===== src/verilog/bmr_consts.vh =====
`ifndef BMR_CONSTS_VH
`define BMR_CONSTS_VH
// address map
`define BMR_ROM_BASE 32'h0080_0000
`define BMR_FLASH_BASE 32'h0040_0000
`define BMR_BANK_SIZE 32'h0010_0000
`define BMR_ALIAS_SIZE 32'h0020_0000
// apb register byte offsets
`define BMR_REG_CMD 12'h000
`define BMR_REG_STATUS 12'h004
`define BMR_REG_MAP 12'h008
`define BMR_REG_ERASE 12'h00C
// command register fields
`define BMR_CMD_KEY_POS 24
`define BMR_CMD_KEY 8'h5A
`define BMR_CMD_ARG_POS 8
`define BMR_CMD_SET_BIT 8'h0B
`define BMR_CMD_CLR_BIT 8'h0C
`define BMR_CMD_ERASE_ALL 8'h05
// config bit positions
`define BMR_BIT_SECURITY 0
`define BMR_BIT_BOOT 1
`define BMR_BIT_SWAP 2
`define BMR_NVM_RESET 3'h0
// status bit positions
`define BMR_ST_DONE 0
`define BMR_ST_CMDERR 1
`define BMR_ST_ERASED 2
`define BMR_ST_CLEAR_ARMED 3
`endif


===== src/verilog/bmr_sync.v =====
`timescale 1ns/10ps
`default_nettype none
module bmr_sync (
	// clock and control
	input wire ref_clk,
	input wire sys_rst,
	input wire clk_en,
	// signal
	input wire async_in,
	output reg sync_out
);
	reg stage1;
	always @(posedge ref_clk)
	begin
		if (sys_rst)
		begin
			stage1 <= 1'b0;
			sync_out <= 1'b0;
		end
		else if (clk_en)
		begin
			stage1 <= async_in;
			sync_out <= stage1;
		end
	end
endmodule // bmr_sync
`default_nettype wire


===== src/verilog/bmr_boot_memory_remap.v =====
`timescale 1ns/10ps
`default_nettype none
`include "bmr_consts.vh"
module bmr_boot_memory_remap (
	// clock and control
	input wire ref_clk,
	input wire sys_rst,
	input wire clk_en,
	// apb slave
	input wire psel,
	input wire penable,
	input wire pwrite,
	input wire [11:0] paddr,
	input wire [31:0] pwdata,
	output wire pready,
	output reg [31:0] prdata,
	output wire pslverr,
	// mass-clear pin, asynchronous
	input wire mass_clear_pin,
	// system bus address decode
	input wire [31:0] sys_addr,
	input wire sys_valid,
	input wire sys_from_debug,
	output reg sel_rom,
	output reg sel_first_bank,
	output reg sel_second_bank,
	output reg [31:0] mem_offset,
	output reg access_denied,
	// current map and config
	output reg [2:0] nonvolatile_config_bits,
	output reg [2:0] active_map,
	output reg security_lock_bit
);
	reg [2:0] nvm;
	reg clear_armed;
	reg erased;
	reg cmd_done;
	reg cmd_err;
	reg map_loaded;
	wire mass_clear_sync;
	wire apb_access;
	wire apb_write;
	wire [7:0] cmd_key;
	wire [7:0] cmd_op;
	wire [7:0] cmd_arg;
	wire arg_ok;
	wire boot_source_bit;
	wire bank_swap_bit;
	reg [2:0] next_nvm;
	reg next_err;

	bmr_sync u_sync (
		.ref_clk(ref_clk),
		.sys_rst(sys_rst),
		.clk_en(clk_en),
		.async_in(mass_clear_pin),
		.sync_out(mass_clear_sync)
	);

	assign pready = 1'b1;
	assign apb_access = psel & penable;
	assign apb_write = apb_access & pwrite & clk_en;
	assign pslverr = apb_access & (paddr != `BMR_REG_CMD) & (paddr != `BMR_REG_STATUS)
		& (paddr != `BMR_REG_MAP) & (paddr != `BMR_REG_ERASE);
	assign cmd_key = pwdata[`BMR_CMD_KEY_POS+7:`BMR_CMD_KEY_POS];
	assign cmd_arg = pwdata[`BMR_CMD_ARG_POS+7:`BMR_CMD_ARG_POS];
	assign cmd_op = pwdata[7:0];
	assign arg_ok = (cmd_arg < 8'h03);
	assign boot_source_bit = active_map[`BMR_BIT_BOOT];
	assign bank_swap_bit = active_map[`BMR_BIT_SWAP];

	// command decode, the config bits are held in the nvm register
	always @*
	begin
		next_nvm = nvm;
		next_err = 1'b0;
		if (apb_write && paddr == `BMR_REG_CMD)
		begin
			if (cmd_key != `BMR_CMD_KEY || !arg_ok)
				next_err = 1'b1;
			else if (cmd_op == `BMR_CMD_SET_BIT)
				next_nvm[cmd_arg[1:0]] = 1'b1;
			else if (cmd_op == `BMR_CMD_CLR_BIT)
			begin
				if (cmd_arg[1:0] == `BMR_BIT_SECURITY)
					next_err = 1'b1;
				else
					next_nvm[cmd_arg[1:0]] = 1'b0;
			end
			else if (cmd_op == `BMR_CMD_ERASE_ALL)
			begin
				if (clear_armed)
					next_nvm[`BMR_BIT_SECURITY] = 1'b0;
			end
			else
				next_err = 1'b1;
		end
		if (mass_clear_sync)
		begin
			next_nvm[`BMR_BIT_BOOT] = 1'b0;
			next_nvm[`BMR_BIT_SWAP] = 1'b0;
		end
	end

	always @(posedge ref_clk)
	begin
		if (sys_rst)
		begin
			cmd_done <= 1'b0;
			cmd_err <= 1'b0;
			clear_armed <= 1'b0;
			erased <= 1'b0;
		end
		else if (clk_en)
		begin
			nvm <= next_nvm;
			if (mass_clear_sync)
				clear_armed <= 1'b1;
			if (apb_write && paddr == `BMR_REG_CMD)
			begin
				cmd_done <= 1'b1;
				cmd_err <= next_err;
				if (cmd_key == `BMR_CMD_KEY && cmd_op == `BMR_CMD_ERASE_ALL)
				begin
					erased <= 1'b1;
					// a pin seen in the same cycle keeps the clear armed
					if (!mass_clear_sync)
						clear_armed <= 1'b0;
				end
			end
			else if (apb_write && paddr == `BMR_REG_STATUS)
			begin
				cmd_done <= 1'b0;
				cmd_err <= 1'b0;
				erased <= 1'b0;
			end
		end
	end

	// config bits are non-volatile: not cleared by reset
	initial nvm = `BMR_NVM_RESET;

	// map is captured once after each reset release
	always @(posedge ref_clk)
	begin
		if (sys_rst)
		begin
			map_loaded <= 1'b0;
			active_map <= `BMR_NVM_RESET;
			security_lock_bit <= 1'b1;
		end
		else if (clk_en)
		begin
			if (!map_loaded)
			begin
				map_loaded <= 1'b1;
				active_map <= nvm;
			end
			security_lock_bit <= nvm[`BMR_BIT_SECURITY];
		end
	end

	always @(posedge ref_clk)
	begin
		if (sys_rst)
			nonvolatile_config_bits <= `BMR_NVM_RESET;
		else if (clk_en)
			nonvolatile_config_bits <= nvm;
	end

	// read mux
	always @(posedge ref_clk)
	begin
		if (sys_rst)
			prdata <= 32'h0000_0000;
		else if (clk_en && psel && !penable && !pwrite)
		begin
			case (paddr)
				`BMR_REG_STATUS:
					prdata <= {28'h0000000, clear_armed, erased, cmd_err, cmd_done};
				`BMR_REG_MAP:
					prdata <= {24'h000000, 1'b0, map_loaded, nvm[2:1], 1'b0, active_map};
				`BMR_REG_ERASE:
					prdata <= {31'h00000000, mass_clear_sync};
				default:
					prdata <= 32'h0000_0000;
			endcase
		end
	end

	// address decoder
	always @(posedge ref_clk)
	begin
		if (sys_rst)
		begin
			sel_rom <= 1'b0;
			sel_first_bank <= 1'b0;
			sel_second_bank <= 1'b0;
			mem_offset <= 32'h0000_0000;
			access_denied <= 1'b0;
		end
		else if (clk_en)
		begin
			sel_rom <= 1'b0;
			sel_first_bank <= 1'b0;
			sel_second_bank <= 1'b0;
			mem_offset <= 32'h0000_0000;
			access_denied <= 1'b0;
			if (sys_valid && sys_from_debug && security_lock_bit)
				access_denied <= 1'b1;
			else if (sys_valid && map_loaded)
			begin
				if (sys_addr >= `BMR_ROM_BASE && sys_addr < `BMR_ROM_BASE + `BMR_BANK_SIZE)
				begin
					sel_rom <= 1'b1;
					mem_offset <= sys_addr - `BMR_ROM_BASE;
				end
				else if (sys_addr < `BMR_ALIAS_SIZE && !boot_source_bit)
				begin
					sel_rom <= 1'b1;
					mem_offset <= sys_addr;
				end
				else if (sys_addr < `BMR_ALIAS_SIZE
					|| (sys_addr >= `BMR_FLASH_BASE && sys_addr < `BMR_FLASH_BASE + `BMR_ALIAS_SIZE))
				begin
					// flash alias at zero follows the same bank order
					mem_offset <= sys_addr & (`BMR_BANK_SIZE - 32'h1);
					if (sys_addr[20] ^ bank_swap_bit)
						sel_second_bank <= 1'b1;
					else
						sel_first_bank <= 1'b1;
				end
			end
		end
	end
endmodule // bmr_boot_memory_remap
`default_nettype wire


===== config.mk =====
export PLATFORM = sky130hd
export DESIGN_NAME = bmr_boot_memory_remap
export DESIGN_NICKNAME = d
export VERILOG_FILES = /design/src/verilog/bmr_sync.v /design/src/verilog/bmr_boot_memory_remap.v
export VERILOG_INCLUDE_DIRS = /design/src /design/src/verilog
export SDC_FILE = /design/constraint.sdc
export NUM_CORES = 1
export LEC_CHECK = 0
export ABC_AREA = 1
export BUFFER_PORTS_ARGS = -buffer_cell sky130_fd_sc_hd__buf_2
export CAP_MARGIN = 20
export CORE_ASPECT_RATIO = 0.8
export CORE_MARGIN = 10
export CORE_UTILIZATION = 40
export DETAILED_ROUTE_END_ITERATION = 7
export GPL_ROUTABILITY_DRIVEN = 0
export PLACE_DENSITY = 0.78
export REMOVE_ABC_BUFFERS = 1
export SLEW_MARGIN = 20
export SYNTH_ARGS = -nofsm -noshare
export SYNTH_HDL_FRONTEND = slang
export SYNTH_HIERARCHICAL = 1
export SYNTH_SLANG_ARGS = --single-unit

===== constraint.sdc =====
create_clock -name ref_clk -period 1.7 [get_ports ref_clk]
set_input_delay 0.17 -clock ref_clk [delete_from_list [all_inputs] [get_ports ref_clk]]
set_output_delay 0.17 -clock ref_clk [all_outputs]
set_load 0.02 [all_outputs]

==> results of run 1 <==
-- worst max-delay path, stage by stage (launching register included) --
cell and delay, ns:
dfxtp_1 0.41, nand4_1 0.21, inv_1 0.12, buf_4 0.25, nand3_1 0.10, a21oi_1 0.15
-- sequential cells by signal, summed over array words and instances (netlist names), 3 cells and up --
register                 flops
active_map                   3
prdata                       7
nvm                          3
mem_offset                  32
nonvolatile_config_bits      3
-- through the flow --
step	hold slack [ns]	setup slack (ns)	utilization	instance area (um2)	power, W
finish	0.0965	0.375	0.536	3750	0.00311
global route	0.0980	0.212	0.536	3750	0.00325
global placement	0.424	0.232	0.506	3540	0.00180
CTS	0.0804	0.375	0.536	3750	0.00315
floorplan	0.239	0.375	-	2740	0.00164
detailed placement	0.430	0.225	0.506	3540	0.00181
-- final timing paths --
kind | slack [ns] | endpoint | startpoint
worst max-delay path | 0.37 | mem_offset[16] | map_loaded
worst min register to register | 0.44 | mem_offset[28] | mem_offset[28]
worst max register to register | 0.37 | mem_offset[16] | map_loaded
worst min-delay path | 0.1 | mem_offset[11] | sys_addr[11]
-- cell type report --
| type | instances | area [um2] | area share |
|---|---|---|---|
| multi-input combinational | 308 | 1360 | 0.364 |
| sequential | 60 | 1230 | 0.328 |
| timing repair buffer | 134 | 688 | 0.184 |
| clock buffer | 11 | 153 | 0.0407 |
| inverter | 39 | 146 | 0.0390 |
| tap | 87 | 109 | 0.0290 |
| clock inverter | 5 | 58.8 | 0.0157 |
-- routing by layer --
layer | vias up | part of all wire | wire length, um | global-route usage
met3 | 17 | 0.093 | 815 | 0.0665
li1 | 1572 | - | - | -
met5 | - | 0 | 0 | 0
met4 | 0 | 0.022 | 191 | 0.0484
met1 | 1349 | 0.40 | 3510 | 0.166
met2 | 123 | 0.48 | 4220 | 0.248
-- power groups by stage --
stage	Clock (W)	Sequential [W]	Combinational, W
2_1_floorplan	0	0.00149	0.000151
3_3_place_gp	0	0.00148	0.000324
3_5_place_dp	0	0.00148	0.000332
4_1_cts	0.00137	0.00145	0.000333
5_1_grt	0.00142	0.00145	0.000376
6_report	0.00133	0.00145	0.000335
-- logic make-up (layout without fill, tap and decap cells) --
group | count (synthesis) | in the layout | synth area share
other | 2 | 26 | 0.00257
adder cells (fa/ha/maj) | 2 | 2 | 0.00856
AO/OA/AOI/OAI | 60 | 60 | 0.106
flip-flops | 60 | 60 | 0.421
buffers and inverters | 81 | 189 | 0.143
AND/OR/NAND/NOR | 219 | 219 | 0.315
XOR/XNOR | 1 | 1 | 0.00300
-- Yosys cell counts (2+ instances only) --
master | instances | area share
a211oi_1 | 2 | 0.0051
o21ai_0 | 8 | 0.014
clkbuf_1 | 7 | 0.0090
conb_1 | 2 | 0.0026
o211ai_1 | 2 | 0.0051
edfxtp_1 | 3 | 0.031
buf_2 | 7 | 0.012
inv_1 | 39 | 0.050
nand4_1 | 8 | 0.017
nor3_1 | 7 | 0.012
nor2_1 | 50 | 0.064
buf_4 | 28 | 0.072
a21oi_1 | 48 | 0.082
nand3_1 | 46 | 0.079
nand2_1 | 105 | 0.13
dfxtp_1 | 57 | 0.39
ha_1 | 2 | 0.0086
==> metrics.txt, run 1 <==
status=complete, no violations; WL/cell=13.6 um; Core Region=6990 um2; vias in the first global route=2843; Global Route Usage Sum=0.148; antenna violations before repair=0; critical path launch point type=flop; ys flop type=dfxtp_1; CTS Root Buffer Type=clkbuf_8; Final Net Count=639; switching power total=0.000796 W; Sequential Power Share=0.466; I/O Buffers=127; die area=11100 um2; Die Y=96.5 um; CTS Buf Count=9; measured slew at the worst slew-check pin=0.528 ns; Post-Synthesis Cells=425; EDFF count, synth=3; VDD IR-drop max=0.000569 V; Netlist cell types=21; Hold Path Stages=3; number of synthesized register bits=60; P_leak=1.85 nW; H-tree depth=3; Gate power share=0.108; clock share of power=0.426; Area Overhead vs Synth=28.3%; setup TNS=0 ns; global-route wire length before repair=13300 um; Critical Path Fanout Max=21; Worst Path Required=1.96 ns; Fmax=755 MHz; DR iter-0 viols=118; Cell Count, Final, Fillers Out=644; post-CTS setup buffers=0; placed insts=628; r2r worst-path depth=5; CTS resizes=0; Final Skew=0.00597 ns; Max clock buf depth=2; Syn Area/Cell=6.88 um2; commonest cells after routing, fill and taps aside=buf_2, nand2_1, dfxtp_1, nor2_1, a21oi_1; Initial Util=0.418; minimum clock period=1.33 ns; Crit. End Element=flop; Pre-antenna DRT Iters=4; Max-cap violations=0; unrepaired setup endpoints after global routing=false; commonest non-fill, non-tap cell in the layout=buf_2; max_slew headroom=0.648; Yosys warnings=6; post-DP HPWL=6880 um; ys async rst share=0; final WL=8740 um; Antenna Nets Post-Route=0; largest net degree at the start of global routing=51; Seq/Total Area, Yosys=0.421; switching share of power=0.256; fillers=671; Pint=0.00231 W; grt total ovfl=0; Die Width=116 um; DR vias=3061; vias per inst=4.75; CTS tree=yes; period utilization=0.780; ant diodes=0; DRC errors left=0; Worst-Skew Late Latency=0.34 ns; Final Hold Fails=0; I/O pin count=162; layout cell share with drive strength beyond 1=0.271; FP Rows=27; worst min path class=in -> reg; TritonCTS Sinks=60; cts-stage hold buffer count=0; Slew Limit Fails=0; clock-pin slew on the worst setup and hold paths=0.07 ns; Syn Std Cell Area=2920 um2; PD cells=830 nW/um2; CP arrival=1.59 ns; crit path kind=reg -> reg; final setup fails=0
Note: power is estimated with default switching activity, not from simulation.
==> run 2: changes to the inputs <==
Settings changed: PLACE_DENSITY 0.78 to 0.81.
Clock period 1.7 ns to 1.1 ns, I/O delays scaled along.
==> metrics.txt, run 2 (same netlist as run 1, synthesis figures left out) <==
commonest cells after routing, fill and taps aside=buf_2, nand2_1, dfxtp_1 (was buf_2, nand2_1, dfxtp_1, nor2_1, a21oi_1); Initial Util=0.418 (unchanged); FP Rows=27 (unchanged); Die Y=96.5 um (unchanged); WL/cell=13.8 um (was 13.6 um); period utilization=0.988 (was 0.780); unrepaired setup endpoints after global routing=true (was false); Final Core Density=0.587 (was 0.536); Max clock buf depth=2 (unchanged); antenna violations before repair=0 (unchanged); Final Hold Fails=0 (unchanged); final WL=9400 um (was 8740 um); flip-flop count of the largest register after layout=32 (unchanged); DR vias=3221 (was 3061); die area=11100 um2 (unchanged); Critical Path Fanout Max=20 (was 21); worst min path class=in -> reg (unchanged); minimum clock period=1.09 ns (was 1.33 ns); Fmax=920 MHz (was 755 MHz); commonest non-fill, non-tap cell in the layout=buf_2 (unchanged); CTS Buf Count=9 (unchanged); P_leak=2.03 nW (was 1.85 nW); Max-cap violations=0 (unchanged); TritonCTS Sinks=60 (unchanged); PD cells=1200 nW/um2 (was 830 nW/um2); DR iter-0 viols=151 (was 118); layout cell share with drive strength beyond 1=0.340 (was 0.271); Slew Limit Fails=0 (unchanged); Die Width=116 um (unchanged); Global Route Usage Sum=0.157 (was 0.148); Crit. End Element=flop (unchanged); status=complete, no violations (unchanged); Final Net Count=674 (was 639); overall power=0.00490 W (was 0.00311 W); Antenna Nets Post-Route=0 (unchanged); Top reg by flops=mem_offset (unchanged); clock-pin slew on the worst setup and hold paths=0.08 ns (was 0.07 ns); VDD IR-drop max=0.000859 V (was 0.000569 V); final setup fails=0 (unchanged); Hold Path Stages=3 (unchanged); Area Overhead vs Synth=40.3% (was 28.3%); vias in the first global route=3101 (was 2843); Worst Path Required=1.36 ns (was 1.96 ns); post-DP HPWL=7280 um (was 6880 um); largest net degree at the start of global routing=51 (unchanged); CP arrival=1.34 ns (was 1.59 ns); Pre-antenna DRT Iters=4 (unchanged); crit path kind=reg -> reg (unchanged); global-route wire length before repair=14300 um (was 13300 um); DRC errors left=0 (unchanged); grt total ovfl=0 (unchanged); Worst-Skew Late Latency=0.34 ns (about the same); critical path launch point type=flop (unchanged); H-tree depth=3 (unchanged); CTS Root Buffer Type=clkbuf_8 (unchanged); vias per inst=4.74 (was 4.75); I/O Buffers=127 (unchanged); CTS tree=yes (unchanged); I/O pin count=162 (unchanged); r2r worst-path depth=6 (was 5); Final Skew=0.0113 ns (was 0.00597 ns); fillers=643 (was 671); top flop regs=mem_offset (32), prdata (7) (unchanged); Core Region=6990 um2 (unchanged)
[run 2: changes by cell type in the layout (fill, tap and decap cells not counted), moves of 3 or more]
cell,change
buf_4,+33
nor2_1,-5
nor2_2,+4
a21oi_1,-3
a21oi_2,+3
buf_12,+3
nand2_1,-3
nand2_2,+3
[run 2: layer usage]
metal  vias up  global-route usage  routed length, um
li1       1640                   -                  -
met1      1447               0.170               3770
met2       113               0.281               4640
met3        21              0.0561                776
met4         0              0.0568                213
met5         -                   0                  0
[run 2: path summary, 6_finish.rpt]
kind,slack (ns),end,start
setup / recovery,0.01,mem_offset[19],security_lock_bit
hold / removal,0.03,mem_offset[11],sys_addr[11]
setup reg to reg,0.01,mem_offset[19],security_lock_bit
hold reg to reg,0.44,mem_offset[30],mem_offset[30]
[run 2: area by class of cell]
class,instances,area (um2),area share
well taps,87,109,0.0265
clock inverters,3,43.8,0.0107
repair buffers,169,991,0.242
multi-input cells,308,1420,0.345
clock buffers,13,160,0.0390
flip-flops and latches,60,1230,0.301
diodes,1,2.50,0.000610
inverters,39,146,0.0357
[run 2: worst max-delay path, stage by stage (launching register included)]
cell     delay (ns)
dfxtp_2        0.32
nand2_2        0.04
nand4_1        0.13
inv_2          0.13
buf_12         0.16
nand3_1        0.09
a21oi_1        0.14
[run 2: metrics by stage]
stage | setup WS (ns) | cells | hold WS, ns | TNS, ns | instance area [um2]
final | 0.0128 | 680 | 0.0333 | 0 | 4100
after global routing | -0.0605 | 679 | 0.0336 | -1.05 | 4100
after CTS | 0.00495 | 676 | 0.0303 | 0 | 4030
after detailed placement | -0.299 | 660 | 0.383 | -5.14 | 3820
after global placement | -0.235 | 660 | 0.375 | -3.22 | 3820
after floorplan | -0.215 | 407 | 0.179 | -4.20 | 2740
[run 2: power by group]
group / leakage [nW] / total (W) / switching [W] / internal [W]
clock: 0.103 / 0.00205 / 0.000863 / 0.00119
combinational: 1.43 / 0.000617 / 0.000376 / 0.000241
sequential: 0.493 / 0.00223 / 0.0000185 / 0.00222
total: 2.03 / 0.00490 / 0.00126 / 0.00364
[run 2: repair_timing]
action | in CTS | in global routing
endpoints found under the setup margin | 3 | 34
gates cloned | 0 | 0
setup buffers | 0 | 3
hold buffers | 0 | 0
gates resized for setup | 2 | 19
pin swaps | 0 | 8
==> run 3: changes to the inputs <==
Settings changed: PLACE_DENSITY 0.81 to 0.8, SYNTH_HIERARCHICAL 1 to unset.
==> metrics.txt, run 3 <==
status=finished with violations (was complete, no violations); failing checks=negative setup slack; ys async rst share=0 (unchanged); I/O pin count=162 (unchanged); worst min path class=in -> reg (unchanged); I/O Buffers=127 (unchanged); Die Y=99.7 um (was 96.5 um); WL/cell=13.8 um (about the same); CTS Buf Count=9 (unchanged); flip-flop count of the largest register after layout=32 (unchanged); post-synth top area share=0.359 (was 0.390); die area=11900 um2 (was 11100 um2); top flop regs=mem_offset (32), prdata (7) (unchanged); Seq/Total Area, Yosys=0.388 (was 0.421); Final Skew=0.00572 ns (was 0.0113 ns); Critical Path Source=security_lock_bit (unchanged); FP Rows=28 (was 27); Synth area leaders=dfxtp_1, nand2_1, nand3_2 (was dfxtp_1, nand2_1, a21oi_1); top cells by count, synth=nand2_1, dfxtp_1, nor2_1 (unchanged); Top reg by flops=mem_offset (unchanged); H-tree depth=3 (unchanged); Antenna Nets Post-Route=0 (unchanged); worst setup path end=mem_offset[27] (was mem_offset[19]); ant diodes=0 (was 1); EDFF count, synth=3 (unchanged); Register Area=1230 um2 (about the same); Area Overhead vs Synth=44.1% (was 40.3%); Critical Path Fanout Max=4 (was 20); Final Net Count=691 (was 674); PnR worst setup slack=-0.0664 ns (was 0.0128 ns); Fmax=857 MHz (was 920 MHz); r2r worst-path depth=6 (unchanged); DRC errors left=0 (unchanged); DR vias=3334 (was 3221); Syn Area/Cell=7.42 um2 (was 6.88 um2); period utilization=1.06 (was 0.988); r2r setup slk=-0.07 ns (was 0.01 ns); TritonCTS Sinks=60 (unchanged); Worst-Skew Late Latency=0.34 ns (about the same); final WL=9880 um (was 9400 um); VDD IR-drop max=0.000590 V (was 0.000859 V); Max-cap violations=0 (unchanged); commonest cells after routing, fill and taps aside=buf_2, nand2_1, dfxtp_1, nor2_1, buf_4 (was buf_2, nand2_1, dfxtp_1); Slew Limit Fails=0 (unchanged); largest net degree at the start of global routing=51 (unchanged); Die Width=120 um (was 116 um); Syn Std Cell Area=3170 um2 (was 2920 um2); vias per inst=4.67 (was 4.74); ys flop type=dfxtp_1 (unchanged); multi-input logic area=1690 um2 (was 1420 um2); worst r2r dst=mem_offset[27] (was mem_offset[19]); PD cells=1160 nW/um2 (was 1200 nW/um2); DR iter-0 viols=148 (was 151); CTS Root Buffer Type=clkbuf_8 (unchanged); vias in the first global route=3386 (was 3101); grt total ovfl=0 (unchanged); Yosys warnings=0 (was 6); Core Region=7570 um2 (was 6990 um2); setup TNS=-0.846 ns (was 0 ns); clock-pin slew on the worst setup and hold paths=0.07 ns (was 0.08 ns); P_leak=2.24 nW (was 2.03 nW); Netlist cell types=28 (was 21); global-route wire length before repair=15800 um (was 14300 um); Post-Route Hold Slack=0.0166 ns (was 0.0333 ns); Max clock buf depth=2 (unchanged); antenna violations before repair=0 (unchanged); critical path launch point type=flop (unchanged); Crit. End Element=flop (unchanged); Initial Util=0.419 (was 0.418); Pre-antenna DRT Iters=4 (unchanged); cell taking the most area after synthesis=dfxtp_1 (unchanged); unrepaired setup endpoints after global routing=true (unchanged); Final Hold Fails=0 (unchanged); fillers=694 (was 643); reg2reg start=security_lock_bit (unchanged); number of synthesized register bits=60 (unchanged); minimum clock period=1.17 ns (was 1.09 ns); crit path kind=reg -> reg (unchanged); final setup fails=26 (was 0); most common cell in the synthesized netlist=nand2_1 (unchanged); post-DP HPWL=7900 um (was 7280 um); commonest non-fill, non-tap cell in the layout=buf_2 (unchanged); layout cell share with drive strength beyond 1=0.453 (was 0.340); Worst Path Required=1.37 ns (was 1.36 ns); Post-Synthesis Cells=428 (was 425); CTS tree=yes (unchanged); Final Core Density=0.604 (was 0.587); CP arrival=1.44 ns (was 1.34 ns); Global Route Usage Sum=0.157 (about the same)
[run 3: per-layer routing]
metal  up-vias  global-route usage  wire, um  share of wire
li1       1674                   -         -              -
met1      1530               0.179      4140           0.42
met2       119               0.266      4870           0.49
met3        11              0.0599       745          0.075
met4         0              0.0537       124          0.013
met5         -                   0         0              0
[run 3: what timing repair did]
item | 4_1_cts | 5_1_grt
hold buffers | 2 | 0
endpoints found under the hold margin | 2 | 0
endpoints found under the setup margin | 30 | 35
buffers inserted | 2 | 3
gates resized for setup | 14 | 25
pin swaps | 2 | 9
[run 3: worst max-delay path, stage by stage, from the launching register on]
cell     delay (ns)
dfxtp_2        0.32
nand2_1        0.05
nand4_1        0.16
inv_2          0.14
buf_6          0.10
nand4_1        0.14
a21oi_1        0.19
[run 3: worst min path at each step]
stage	end	slack [ns]	from	cells after the start
floorplan	mem_offset[0]	0.17	sys_rst	1
finish	mem_offset[3]	0.02	sys_addr[3]	3
CTS	mem_offset[3]	0.0002	sys_addr[3]	3
global placement	u_sync.stage1	0.33	mass_clear_pin	3
global route	mem_offset[4]	0.003	sys_addr[4]	3
detailed placement	u_sync.stage1	0.34	mass_clear_pin	3
[run 3: final cells by class]
| type | instances | area share |
|---|---|---|
| Timing Repair Buffer | 183 | 0.248 |
| Clock inverter | 3 | 0.0142 |
| Inverter | 36 | 0.0295 |
| Tap cell | 105 | 0.0287 |
| Sequential cell | 60 | 0.270 |
| Multi-Input combinational cell | 314 | 0.370 |
| Clock buffer | 13 | 0.0394 |
[run 3: power by group]
part	total [W]	switching, W	internal [W]
logic	0.000694	0.000412	0.000282
registers	0.00223	0.0000171	0.00222
clock network	0.00238	0.000843	0.00153
[run 3: kinds of logic (layout without fill, tap and decap cells)]
family                     after synthesis  in the layout  share of synthesized area
and+or+nand+nor                        226            226                      0.348
adders and majority gates                2              2                    0.00788
DFF                                     60             60                      0.388
other                                    2             26                    0.00237
buffers and inverters                   78            235                      0.132
xor gates and xnor gates                 1              1                    0.00276
AOI/OAI and AO/OA                       59             59                      0.119
[run 3: metrics by stage]
stage / std cells / cell area (um2) / power, W / worst slack (ns)
final: 714 / 4570 / 0.00530 / -0.0664
after global routing: 714 / 4570 / 0.00552 / -0.137
after CTS: 711 / 4470 / 0.00533 / -0.0601
after detailed placement: 691 / 4150 / 0.00293 / -0.400
after global placement: 691 / 4150 / 0.00291 / -0.269
after floorplan: 410 / 2980 / 0.00255 / -0.592
